`src/hw/pcs_pkg.sv`:
```
package pcs_pkg;
  localparam int unsigned DATA_W = 16;
  localparam int unsigned ADDR_W = 6;
  localparam int unsigned POS_W  = 10;
  localparam int unsigned BASE_W = 12;
  localparam int unsigned NUM_INSETS = 16;

  // register byte offsets
  localparam logic [5:0] ROLE_OFF    = 6'h00;
  localparam logic [5:0] LAYOUT_OFF  = 6'h04;
  localparam logic [5:0] CMD_OFF     = 6'h08;
  localparam logic [5:0] STATUS_OFF  = 6'h0c;
  localparam logic [5:0] LINOFF_OFF  = 6'h10;
  localparam logic [5:0] PIXOFF_OFF  = 6'h14;
  localparam logic [5:0] HSTART_OFF  = 6'h18;
  localparam logic [5:0] VSTART_OFF  = 6'h1c;
  localparam logic [5:0] INSLIN_OFF  = 6'h20;
  localparam logic [5:0] INSPIX_OFF  = 6'h24;
  localparam logic [5:0] LIVE_OFF    = 6'h28;

  // status field positions
  localparam int unsigned ST_PENDING_BIT = 0;
  localparam int unsigned ST_DISPLAY_BIT = 1;
  localparam int unsigned ST_FILL_BIT    = 2;

  // chip roles
  localparam logic [7:0] ROLE_WRITER = 8'h01;
  localparam logic [7:0] ROLE_MAIN   = 8'h05;

  // command opcodes, upper nibble
  localparam logic [3:0] OPC_FILL_BG    = 4'hc;
  localparam logic [3:0] OPC_FRAME      = 4'ha;
  localparam logic [3:0] OPC_LIVE       = 4'h8;
  localparam logic [3:0] OPC_STOP       = 4'h9;
  localparam logic [3:0] OPC_FILL_BG_NF = 4'hd;
  localparam logic [3:0] OPC_LIVE_NF    = 4'he;
  localparam logic [3:0] OPC_DISP_ON    = 4'h8;
  localparam logic [3:0] OPC_DISP_OFF   = 4'h9;

  // reset values
  localparam logic [7:0]       ROLE_RST   = 8'h00;
  localparam logic [7:0]       LAYOUT_RST = 8'h00;
  localparam logic [POS_W-1:0] GROUP_OFFSET_RST = 10'h000;
  localparam logic [POS_W-1:0] WINDOW_RST = 10'h000;
  localparam logic [POS_W-1:0] INS_LINES_RST = 10'h048;
  localparam logic [POS_W-1:0] INS_PIX_RST   = 10'h0b4;

  // fill kinds
  localparam logic [1:0] FILL_BG    = 2'h0;
  localparam logic [1:0] FILL_FRAME = 2'h1;
  localparam logic [1:0] FILL_BG_NF = 2'h2;

  // inset table operations
  localparam logic [1:0] OP_NONE     = 2'h0;
  localparam logic [1:0] OP_START_FR = 2'h1;
  localparam logic [1:0] OP_START_NF = 2'h2;
  localparam logic [1:0] OP_STOP     = 2'h3;

  // timing: one field of fill at 10 MHz
  localparam longint unsigned CLK_PERIOD_NS = 100;
  localparam longint unsigned FILL_TIME_NS  = 20000000;
  localparam int unsigned FILL_CYCLES = int'(FILL_TIME_NS / CLK_PERIOD_NS);

  typedef enum logic [3:0] {
    PCS_IDLE   = 4'h1,
    PCS_DECODE = 4'h2,
    PCS_FILL   = 4'h4,
    PCS_DONE   = 4'h8
  } pcs_state_t;
endpackage

```
`src/hw/pcs_fill_engine.sv`:
```
`timescale 1ns/1ns
module pcs_fill_engine #(
  parameter int unsigned FILL_CYCLES = pcs_pkg::FILL_CYCLES
) (
  input  wire logic ref_clk,
  input  wire logic reset_n,
  input  wire logic start,
  output logic      busy,
  output logic      done
);
  generate
    if (FILL_CYCLES < 1) begin : g_bad
      $error("fill length must be at least one cycle");
    end
  endgenerate

  typedef struct packed {
    logic        busy;
    logic        done;
    logic [31:0] count;
  } pcs_fill_t;

  pcs_fill_t s;
  pcs_fill_t n;

  always_comb begin
    n = s;
    n.done = 1'b0;
    if (s.busy) begin
      if (s.count == 32'h1) begin
        n.busy = 1'b0;
        n.done = 1'b1;
      end else begin
        n.count = s.count - 32'h1;
      end
    end else if (start) begin
      n.busy  = 1'b1;
      n.count = 32'(FILL_CYCLES);
    end
  end

  always_ff @(posedge ref_clk or negedge reset_n) begin
    if (!reset_n) begin
      s <= '0;
    end else begin
      s <= n;
    end
  end

  assign busy = s.busy;
  assign done = s.done;
endmodule

```
`src/hw/pcs_inset_table.sv`:
```
`timescale 1ns/1ns
module pcs_inset_table #(
  parameter int unsigned NUM_INSETS = pcs_pkg::NUM_INSETS
) (
  input  wire logic                  ref_clk,
  input  wire logic                  reset_n,
  input  wire logic [1:0]            op,
  input  wire logic [3:0]            idx,
  output logic [NUM_INSETS-1:0]      live_mask,
  output logic [NUM_INSETS-1:0]      framed_mask
);
  generate
    if (NUM_INSETS != 16) begin : g_bad
      $error("index field addresses exactly sixteen insets");
    end
  endgenerate

  typedef struct packed {
    logic [NUM_INSETS-1:0] live;
    logic [NUM_INSETS-1:0] framed;
  } pcs_table_t;

  pcs_table_t            s;
  pcs_table_t            n;
  logic [NUM_INSETS-1:0] next_live;
  logic [NUM_INSETS-1:0] next_framed;

  // per inset: stop freezes content but keeps its frame style
  for (genvar i = 0; i < NUM_INSETS; i++) begin : g_inset
    logic hit;
    assign hit = (idx == 4'(i)) && (op != pcs_pkg::OP_NONE);
    assign next_live[i]   = hit ? (op != pcs_pkg::OP_STOP) : s.live[i];
    assign next_framed[i] = (hit && op != pcs_pkg::OP_STOP) ?
                            (op == pcs_pkg::OP_START_FR) : s.framed[i];
  end

  always_comb begin
    n = s;
    n.live   = next_live;
    n.framed = next_framed;
  end

  always_ff @(posedge ref_clk or negedge reset_n) begin
    if (!reset_n) begin
      s <= '0;
    end else begin
      s <= n;
    end
  end

  assign live_mask   = s.live;
  assign framed_mask = s.framed;
endmodule

```
`src/hw/pcs_sequencer.sv`:
```
// Operation
// up to 4x4 grid uses zero offsets
// host regroups larger grids, sets offsets
// host waits pending clear between commands
// writer 0xc0 fills inset background framed
// writer 0xa0 draws inset frame colour
// writer 0x80 starts live inset writing
// writer 0x90 stops live, freezes inset
// main 0x80 turns inset display on
// main 0x90 turns inset display off
// low nibble: bits 1:0 col, 3:2 row
// host sets role 0x05, layout 0x46
// host cycles insets for tuner scanning
// window start moves after live start
// new line offset relocates inset group
// no range check or clamping of settings
// distinct no-frame fill and live commands
// pending set on write, cleared when done
`timescale 1ns/1ns
module pcs_sequencer #(
  parameter int unsigned FILL_CYCLES = pcs_pkg::FILL_CYCLES
) (
  input  wire logic                        ref_clk,
  input  wire logic                        reset_n,
  input  wire logic [pcs_pkg::ADDR_W-1:0]  addr,
  input  wire logic [pcs_pkg::DATA_W-1:0]  wdata,
  input  wire logic                        wr,
  input  wire logic                        rd,
  output logic [pcs_pkg::DATA_W-1:0]       rdata,
  output logic                             command_pending_flag,
  output logic                             display_enable,
  output logic                             fill_busy,
  output logic [1:0]                       fill_kind,
  output logic [pcs_pkg::BASE_W-1:0]       fill_line_base,
  output logic [pcs_pkg::BASE_W-1:0]       fill_pixel_base,
  output logic [pcs_pkg::POS_W-1:0]        horiz_window_start,
  output logic [pcs_pkg::POS_W-1:0]        vert_window_start,
  output logic [7:0]                       inset_layout_select,
  output logic [pcs_pkg::NUM_INSETS-1:0]   inset_live_mask,
  output logic [pcs_pkg::NUM_INSETS-1:0]   inset_framed_mask
);
  localparam int unsigned PW = pcs_pkg::POS_W;
  localparam int unsigned BW = pcs_pkg::BASE_W;

  typedef struct packed {
    pcs_pkg::pcs_state_t         state;
    logic [7:0]                  role;
    logic [7:0]                  layout;
    logic [7:0]                  cmd;
    logic                        pending;
    logic [PW-1:0]               line_off;
    logic [PW-1:0]               pix_off;
    logic [PW-1:0]               hstart;
    logic [PW-1:0]               vstart;
    logic [PW-1:0]               ins_lines;
    logic [PW-1:0]               ins_pix;
    logic                        display_on;
    logic                        fill_start;
    logic [1:0]                  fill_kind;
    logic [BW-1:0]               fill_line;
    logic [BW-1:0]               fill_pix;
    logic [1:0]                  tbl_op;
    logic [3:0]                  tbl_idx;
    logic [pcs_pkg::DATA_W-1:0]  rdata;
  } pcs_seq_t;

  pcs_seq_t                     s;
  pcs_seq_t                     n;
  logic                         eng_busy;
  logic                         eng_done;
  logic [pcs_pkg::NUM_INSETS-1:0] live_mask;
  logic [pcs_pkg::NUM_INSETS-1:0] framed_mask;
  logic                         cmd_wr;
  logic                         is_writer;
  logic                         is_main;
  logic [3:0]                   opc;
  logic [1:0]                   col;
  logic [1:0]                   row;

  pcs_fill_engine #(
    .FILL_CYCLES (FILL_CYCLES)
  ) u_fill (
    .ref_clk (ref_clk),
    .reset_n (reset_n),
    .start   (s.fill_start),
    .busy    (eng_busy),
    .done    (eng_done)
  );

  pcs_inset_table #(
    .NUM_INSETS (pcs_pkg::NUM_INSETS)
  ) u_table (
    .ref_clk     (ref_clk),
    .reset_n     (reset_n),
    .op          (s.tbl_op),
    .idx         (s.tbl_idx),
    .live_mask   (live_mask),
    .framed_mask (framed_mask)
  );

  // a write while busy is dropped: the host is expected to poll first
  assign cmd_wr    = wr && (addr == pcs_pkg::CMD_OFF) && !s.pending;
  assign is_writer = (s.role == pcs_pkg::ROLE_WRITER);
  assign is_main   = (s.role == pcs_pkg::ROLE_MAIN);
  assign opc       = s.cmd[7:4];
  // index split
  assign col       = s.cmd[1:0];
  assign row       = s.cmd[3:2];

  always_comb begin
    n = s;
    n.fill_start = 1'b0;
    n.tbl_op     = pcs_pkg::OP_NONE;
    n.rdata      = '0;

    // settings stored unchecked
    if (wr) begin
      unique case (addr)
        pcs_pkg::ROLE_OFF:   n.role      = wdata[7:0];
        pcs_pkg::LAYOUT_OFF: n.layout    = wdata[7:0];
        pcs_pkg::LINOFF_OFF: n.line_off  = wdata[PW-1:0];
        pcs_pkg::PIXOFF_OFF: n.pix_off   = wdata[PW-1:0];
        // window moves live
        pcs_pkg::HSTART_OFF: n.hstart    = wdata[PW-1:0];
        pcs_pkg::VSTART_OFF: n.vstart    = wdata[PW-1:0];
        pcs_pkg::INSLIN_OFF: n.ins_lines = wdata[PW-1:0];
        pcs_pkg::INSPIX_OFF: n.ins_pix   = wdata[PW-1:0];
        default: ;
      endcase
    end

    if (rd) begin
      unique case (addr)
        pcs_pkg::ROLE_OFF:   n.rdata = 16'(s.role);
        pcs_pkg::LAYOUT_OFF: n.rdata = 16'(s.layout);
        pcs_pkg::CMD_OFF:    n.rdata = 16'(s.cmd);
        pcs_pkg::STATUS_OFF: begin
          n.rdata[pcs_pkg::ST_PENDING_BIT] = s.pending;
          n.rdata[pcs_pkg::ST_DISPLAY_BIT] = s.display_on;
          n.rdata[pcs_pkg::ST_FILL_BIT]    = eng_busy;
        end
        pcs_pkg::LINOFF_OFF: n.rdata = 16'(s.line_off);
        pcs_pkg::PIXOFF_OFF: n.rdata = 16'(s.pix_off);
        pcs_pkg::HSTART_OFF: n.rdata = 16'(s.hstart);
        pcs_pkg::VSTART_OFF: n.rdata = 16'(s.vstart);
        pcs_pkg::INSLIN_OFF: n.rdata = 16'(s.ins_lines);
        pcs_pkg::INSPIX_OFF: n.rdata = 16'(s.ins_pix);
        pcs_pkg::LIVE_OFF:   n.rdata = 16'(live_mask);
        default:             n.rdata = '0;
      endcase
    end

    unique case (s.state)
      pcs_pkg::PCS_IDLE: begin
        if (cmd_wr) begin
          n.cmd   = wdata[7:0];
          n.state = pcs_pkg::PCS_DECODE;
        end
      end
      pcs_pkg::PCS_DECODE: begin
        n.state = pcs_pkg::PCS_DONE;
        // base = group offset + index * pitch
        n.fill_line = BW'(BW'(s.line_off) + BW'(row) * BW'(s.ins_lines));
        n.fill_pix  = BW'(BW'(s.pix_off) + BW'(col) * BW'(s.ins_pix));
        n.tbl_idx   = s.cmd[3:0];
        if (is_writer) begin
          unique case (opc)
            // background, framed
            pcs_pkg::OPC_FILL_BG: begin
              n.fill_kind  = pcs_pkg::FILL_BG;
              n.fill_start = 1'b1;
              n.state      = pcs_pkg::PCS_FILL;
            end
            // frame colour
            pcs_pkg::OPC_FRAME: begin
              n.fill_kind  = pcs_pkg::FILL_FRAME;
              n.fill_start = 1'b1;
              n.state      = pcs_pkg::PCS_FILL;
            end
            // background, no frame
            pcs_pkg::OPC_FILL_BG_NF: begin
              n.fill_kind  = pcs_pkg::FILL_BG_NF;
              n.fill_start = 1'b1;
              n.state      = pcs_pkg::PCS_FILL;
            end
            // live start, framed
            pcs_pkg::OPC_LIVE:    n.tbl_op = pcs_pkg::OP_START_FR;
            // live start, no frame
            pcs_pkg::OPC_LIVE_NF: n.tbl_op = pcs_pkg::OP_START_NF;
            // live stop freezes
            pcs_pkg::OPC_STOP:    n.tbl_op = pcs_pkg::OP_STOP;
            default: ;
          endcase
        end else if (is_main) begin
          // display on and off
          if (opc == pcs_pkg::OPC_DISP_ON) begin
            n.display_on = 1'b1;
          end else if (opc == pcs_pkg::OPC_DISP_OFF) begin
            n.display_on = 1'b0;
          end
        end
      end
      pcs_pkg::PCS_FILL: begin
        if (eng_done) begin
          n.state = pcs_pkg::PCS_DONE;
        end
      end
      pcs_pkg::PCS_DONE: begin
        n.state = pcs_pkg::PCS_IDLE;
      end
      default: n.state = pcs_pkg::PCS_IDLE;
    endcase

    // set wins over clear
    n.pending = (s.pending && s.state != pcs_pkg::PCS_DONE) || cmd_wr;
  end

  always_ff @(posedge ref_clk or negedge reset_n) begin
    if (!reset_n) begin
      s           <= '0;
      s.state     <= pcs_pkg::PCS_IDLE;
      s.role      <= pcs_pkg::ROLE_RST;
      s.layout    <= pcs_pkg::LAYOUT_RST;
      // default group offsets zero
      s.line_off  <= pcs_pkg::GROUP_OFFSET_RST;
      s.pix_off   <= pcs_pkg::GROUP_OFFSET_RST;
      s.hstart    <= pcs_pkg::WINDOW_RST;
      s.vstart    <= pcs_pkg::WINDOW_RST;
      s.ins_lines <= pcs_pkg::INS_LINES_RST;
      s.ins_pix   <= pcs_pkg::INS_PIX_RST;
    end else begin
      s <= n;
    end
  end

  assign rdata                = s.rdata;
  assign command_pending_flag = s.pending;
  assign display_enable       = s.display_on;
  assign fill_busy            = eng_busy;
  assign fill_kind            = s.fill_kind;
  assign fill_line_base       = s.fill_line;
  assign fill_pixel_base      = s.fill_pix;
  assign horiz_window_start   = s.hstart;
  assign vert_window_start    = s.vstart;
  assign inset_layout_select  = s.layout;
  assign inset_live_mask      = live_mask;
  assign inset_framed_mask    = framed_mask;

  logic in_decode;
  assign in_decode = (s.state == pcs_pkg::PCS_DECODE);
endmodule

```
`config.mk`:
```
export PLATFORM = sky130hd
export DESIGN_NAME = pcs_sequencer
export DESIGN_NICKNAME = d
export VERILOG_FILES = /design/src/hw/pcs_pkg.sv /design/src/hw/pcs_fill_engine.sv /design/src/hw/pcs_inset_table.sv /design/src/hw/pcs_sequencer.sv
export SDC_FILE = /design/constraint.sdc
export NUM_CORES = 1
export LEC_CHECK = 0
export BUFFER_PORTS_ARGS = -buffer_cell sky130_fd_sc_hd__buf_2
export CAP_MARGIN = 10
export CELL_PAD_IN_SITES_DETAIL_PLACEMENT = 1
export CELL_PAD_IN_SITES_GLOBAL_PLACEMENT = 2
export CORE_ASPECT_RATIO = 1.25
export CORE_UTILIZATION = 35
export CTS_CLUSTER_DIAMETER = 100
export DETAILED_ROUTE_END_ITERATION = 16
export PLACE_DENSITY = 0.79
export SLEW_MARGIN = 10
export SYNTH_ARGS = -nofsm -noshare
export SYNTH_HDL_FRONTEND = slang
export SYNTH_SLANG_ARGS = --single-unit
```
`constraint.sdc`:
```
create_clock -name ref_clk -period 2.8 [get_ports ref_clk]
set_input_delay 0 -clock ref_clk [delete_from_list [all_inputs] [get_ports ref_clk]]
set_output_delay 0 -clock ref_clk [all_outputs]
set_load 0.01 [all_outputs]
```
# Word-level counts from Yosys, hierarchy flattened
# Index checks and enable logic that the tools add are counted.
word_totals:
  output_inout_bits: 105
  in_bits: 26
  word_cells: 182
  ff_bits: 205
classes:
  bitwise_logic: 1
  n_reduce_logical: 57
  multipliers: 2
  eq_ne: 43
  n_mux: 22
  add_sub_neg: 3
op_table:
  columns: ["op", "count"]
  rows:
  - ["case mux 13 bit (10 select lines)", 1]
  - ["two-way mux 32 bit", 3]
  - ["== test 4 bit, second input constant", 14]
  - ["logical AND 1 bit", 35]
  - ["two-way mux 33 bit", 1]
  - ["case mux 3 bit (11 select lines)", 1]
  - ["== test 32 x 1 -> 1 bit, second input constant", 1]
  - ["subtractor 32 x 1 -> 32 bit, second input constant", 1]
  - ["adder 10 x 12 -> 12 bit", 2]
  - ["== test 6 x 5 -> 1 bit, second input constant", 4]
  - ["multiplier 2 x 10 -> 12 bit", 2]
  - ["AND reduction 2 bit", 11]
  - ["== test 4 x 3 -> 1 bit, second input constant", 5]
  - ["== test 6 bit, second input constant", 3]
  - ["two-way mux 16 bit", 1]
  - ["two-way mux 4 bit", 4]
  - ["== test 4 x 2 -> 1 bit, second input constant", 3]
  - ["== test 6 x 4 -> 1 bit, second input constant", 2]
  - ["case mux 4 bit (3 select lines)", 1]
  - ["case mux 3 bit (3 select lines)", 1]
  - ["== test 4 x 1 -> 1 bit, second input constant", 2]
  - ["== test 8 x 1 -> 1 bit, second input constant", 1]
  - ["== test 8 x 3 -> 1 bit, second input constant", 1]
  - ["== test 6 x 3 -> 1 bit, second input constant", 1]
  - ["18 further kinds", 27]

# Depth between registers and ports, before layout
logic_depth:
  word_depth: 5
  depth_mapped: 10
  mapped_depth_nobuf: 9

# Hierarchy
# From an unflattened synthesis, not the netlist that was laid out.
unflattened:
  cells_unflattened: 1068
  hier_area_um2: 11409.7
by_module_without_submodules:
  columns: ["module", "area_per_inst_um2", "instances", "seq_area_each_um2", "cells_each"]
  rows:
  - ["pcs_sequencer", 8109.0, 1, 3487.1, 760]
  - ["pcs_fill_engine", 1823.0, 1, 850.8, 186]
  - ["pcs_inset_table", 1477.7, 1, 800.8, 122]

# Worst setup path before layout
# OpenSTA, ideal clock, no wires.
synth_path:
  path_kind: "flip-flop to flip-flop"
  start: "reg s (netlist bit col[1])"
  end: "reg s (netlist bit fill_pixel_base[9])"
  period_less_slack_ns: 2.861
  setup_ns: 0.095
  path_stages_with_launch: 11
  arrival_ns: 2.765
  t_required_ns: 2.705
  setup_slack_ns: -0.061
  n_path_buf: 1
  cell_sequence: "dfrtp_1 > clkbuf_1 > and2_1 > fa_1 > ha_1 > fa_1 > a21o_1 > a21oi_1 > o211ai_1 > and3_1 > o31ai_1"
synth_between:
  elab_chain_len: 2
synth_lines:
  columns: ["item", "line_no", "text"]
  rows:
  - ["start, declared", "pcs_sequencer.sv:67", "pcs_seq_t s;"]
  - ["start signal, assigned", "pcs_sequencer.sv:232", "s <= n;"]
  - ["multiplier 2 x 10 -> 12 bit", "pcs_sequencer.sv:164", "n.fill_pix = BW'(BW'(s.pix_off) + BW'(col) * BW'(s.ins_pix));"]
  - ["adder 10 x 12 -> 12 bit", "pcs_sequencer.sv:164", null]
# Every way passes these cells.
# A chain may end at the register's enable or synchronous reset.

# Final worst setup path
layout_path:
  start: "reg s[66] in the netlist's numbering"
  end: "reg s (netlist bit fill_line_base[10])"
layout_between:
  elab_chain_len: 2
layout_lines:
  columns: ["item", "line_no", "text"]
  rows:
  - ["multiplier 2 x 10 -> 12 bit", "pcs_sequencer.sv:163", "n.fill_line = BW'(BW'(s.line_off) + BW'(row) * BW'(s.ins_lines));"]
  - ["adder 10 x 12 -> 12 bit", "pcs_sequencer.sv:163", null]
# Every way passes these cells.

==> metrics.md <==
| Metric | Value |
|---|---|
| Type of the worst setup path | register to register |
| Worst hold-check path type | input port to register |
| Initial core utilization | 0.356 |
| Startpoint of the worst register-to-register path | s[66] |
| Fin cells | 1629 |
| DR DRC count | 0 |
| Antenna violations before repair | 1 |
| GR Overflow Total | 0 |
| Switching portion of total power | 0.271 |
| Fraction of layout cells with a size suffix above 1 | 0.295 |
| Origin of the worst min-delay path | wr |
| Synthesized area per cell | 10.4 sq um |
| Final weighted congestion in routability-driven placement | 0.857 |
| P_leak | 6.55 nW |
| Worst Tran Pin Value | 768 ps |
| Part of the total power dissipated in the clock network | 0.416 |
| Clock tree from TritonCTS | yes |
| Setup Skew | 25.1 ps |
| Wire per inst | 20.6 um |
| Filler Cell Count | between 3000 and 4000 |
| Sequential share of power | 0.464 |
| Vertical die dimension | 203 um |
| Setup violators final | 0 |
| Clock network latency to the later pin of the worst-skew pair | 540 ps |
| Proportion of power drawn by combinational gates | 0.120 |
| Worst Reg-to-Reg Cells | 9 |
| Psw | 1.94 mW |
| Main combinational cell family by area after synthesis | simple AND/OR/NAND/NOR gates |
| Share of async-settable or async-resettable flops after synthesis | 1.00 |
| Clock-pin slew on the worst setup and hold paths | approximately 70 ps |
| Die width | around 160 um |
| Number of antenna repair diodes | 0 |
| Worst-case setup margin in the final layout | 124 ps |
| Sort of element at the end of the critical path | register |
| Number of instances in the synthesized netlist | 1092 |
| Result of the run | completed |
| Post-synthesis sequential element count | 205 |
| Share of synthesized cell area in full adder, half adder and majority cells | 0.0620 |
| Post-route fraction of the period consumed by the critical path | 0.956 |
| Internal power contribution | approximately 5.2 mW |
| Grt peak-use layer | met2 |
| Proportion of synthesized chip area in sequential cells | 0.455 |
| DR vias/cell | 5.33 |
| Post-Synthesis Net Count | 1162 |
| Rel. slew slack | 0.488 |
| Row cnt | 73 |
| Synth Area in Compound Gates | 0.115 |
| Cell area after placement | 12200 sq um |
| Top flip-flop cell by instance count after synthesis | sky130_fd_sc_hd__dfrtp_1 |
| Critical path peak fanout | 4 |
| Final number of hold-violating endpoints | 0 |
| Wire length of the first global-routing pass | 52.9 mm |
| Met2 Usage GRT | 0.367 |
| Parity-gate share of the synthesized area counting xor and xnor cells | 0.00930 |
| Distinct cell type count after synthesis | 65 |
| GRT Total Usage | 0.207 |
| Crit path launch type | register |
| Commonest non-fill, non-tap cell in the layout | sky130_fd_sc_hd__dfrtp_1 |
| Total chip power | just over 7 mW |
| Portion of netlist area occupied by mux cells | 0.125 |
| Pre-CTS WS | 4.41 ps |
| Data required, critical path | 3250 ps |
| Register-to-Register Setup Slack | 120 ps |
| WHS Endpoint | command_pending_flag |
| Simple-gate share of the synthesized area | 0.154 |
| Total core area | 31800 sq um |
| Max-slew violation count | 0 |
| Synthesized cell area | 11300 sq um |
| Cell at the root of the clock tree | sky130_fd_sc_hd__clkbuf_16 |
| Vias in the first global route | 9067 |
| Pin count of the biggest net entering global routing | 89 |
| Total length of routed wires | approximately 33 mm |
| Arrival time at the worst endpoint | 3130 ps |
| Number of buffers created by CTS | 23 |
| # IOs | about 130 |
| Reg-to-reg critical path endpoint | fill_line_base[10] |
| Post-synth EDFFs | 0 |
| Global Route met1 Usage | 0.257 |
| Total placed cells including tap cells | ~1600 |
| Maxcap violations | 0 |
| Detail Route Antenna Nets | 0 |
| Cells on Worst Hold Path | 3 |
| Net total in the final layout | ~1300 |
| Post-route standard cell area excluding fillers | 13100 sq um |
| Number of H-tree levels | 1 |
| Worst vdd rail ir drop | 0.463 mV |
| Clock tree sinks | 205 |
| Met3 Usage GRT | 0.0243 |
| Initial DRC count | approximately 480 |
| Area of the die | 33000 sq um |
| Final total negative setup slack | 0 ps |
| Maximum clock frequency | 374 MHz |
| Half-perimeter wire length of the detailed placement result | 24.8 mm |
| Leading cell types in the layout, fill and taps excluded | 198 x sky130_fd_sc_hd__dfrtp_1, 133 x sky130_fd_sc_hd__nand2_1, 123 x sky130_fd_sc_hd__buf_2, 101 x sky130_fd_sc_hd__mux2_2 |
| Time the final worst path needs with I/O delays and setup | 2680 ps |
| Vias | roughly 8700 |
| Power per Cell Area | about 550 nW/um^2 |
| P&R area growth vs syn | 16.3% |
| Buffers on Ports | 124 |
| FF+latch area | 5140 sq um |
| Area used by multi-input combinational logic | 5320 sq um |
| Worst Hold Margin | ~48 ps |
| Core utilization of the finished layout | 0.414 |
| Synth warn | 0 |
| CTS Buffer Depth | 3 |
| First-pass detailed-route iteration total | 5 |
[routing by layer]
metal	part of all wire	vias up
met5	0.00039	-
met4	0.031	2
met3	0.035	53
met2	0.52	173
met1	0.42	4437
li1	-	4019
[worst max-delay path, cell delays in order, from the launching register on]
cell and delay [ps]:
sky130_fd_sc_hd__dfstp_2 570, sky130_fd_sc_hd__nand2_1 80, sky130_fd_sc_hd__fa_1 500, sky130_fd_sc_hd__inv_1 40, sky130_fd_sc_hd__ha_1 390, sky130_fd_sc_hd__nor2_1 100, sky130_fd_sc_hd__o21bai_1 230, sky130_fd_sc_hd__o21ai_0 140
sky130_fd_sc_hd__or4_1 480, sky130_fd_sc_hd__nand3_1 80
[synth_stat cells (19+ instances only)]
master                       n  area share
sky130_fd_sc_hd__a21oi_1    31       0.014
sky130_fd_sc_hd__inv_1      58       0.019
sky130_fd_sc_hd__nand3_1    23       0.010
sky130_fd_sc_hd__clkbuf_1   32       0.011
sky130_fd_sc_hd__and2_1     19       0.011
sky130_fd_sc_hd__dfrtp_1   198        0.44
sky130_fd_sc_hd__o21ai_0    31       0.014
sky130_fd_sc_hd__ha_1       24       0.027
sky130_fd_sc_hd__nand2_1   133       0.044
sky130_fd_sc_hd__mux2_2    101        0.10
sky130_fd_sc_hd__nor3_1     23       0.010
sky130_fd_sc_hd__mux2i_1    25       0.022
sky130_fd_sc_hd__nor2_1     58       0.019
sky130_fd_sc_hd__buf_4      70       0.046
sky130_fd_sc_hd__fa_1       20       0.035
[cell type report]
cell class,count,share of cell area
tap,412,0.0392
sequential,205,0.391
clock buffer,31,0.0491
clock inverter,10,0.00647
multi-input combinational,718,0.405
inverter,58,0.0166
timing repair buffer,195,0.0932
[state kept, by name (all words and copies together), names as in the netlist]
name	flops
s	59
row	2
u_table.live_mask	16
fill_line_base	12
horiz_window_start	10
fill_kind	2
u_fill.s	32
u_table.framed_mask	16
inset_layout_select	8
opc	4
command_pending_flag	1
display_enable	1
u_fill.busy	1
vert_window_start	10
rdata	16
u_fill.done	1
col	2
fill_pixel_base	12
[cells by family (layout without fill, tap and decap cells)]
group                      count (synthesis)  in the layout
DFF                                      205            205
muxes                                    127            127
AOI/OAI and AO/OA                        185            185
xor gates and xnor gates                  12             12
buffers and inverters                    169            294
adders and majority gates                 44             44
and+or+nand+nor                          350            350
[timing repair]
item | in CTS | in global routing
endpoints found under the setup margin | 2 | 9
hold buffers | 15 | 0
setup buffers | 0 | 6
endpoints found under the hold margin | 177 | 0
pin swaps | 0 | 7
resized for setup | 1 | 13
[how the worst max path moves through the flow]
stage,startpoint,end,slack (ps)
5_1_grt,s[66],fill_line_base[10],-20
3_5_place_dp,s[61],fill_line_base[7],4
3_3_place_gp,row[1],fill_line_base[8],80
6_report,s[66],fill_line_base[10],120
4_1_cts,row[1],fill_line_base[8],30
2_1_floorplan,row[1],fill_line_base[11],20
[power groups by stage]
stage / logic, mW / registers (mW) / clock network [mW]
finish: 0.862 / 3.33 / 2.98
global route: 0.960 / 3.35 / 3.17
CTS: 0.856 / 3.32 / 3.07
detailed placement: 0.830 / 3.37 / 0
global placement: 0.811 / 3.37 / 0
floorplan: 0.579 / 3.29 / 0
Power figures use the tool's default switching activity.
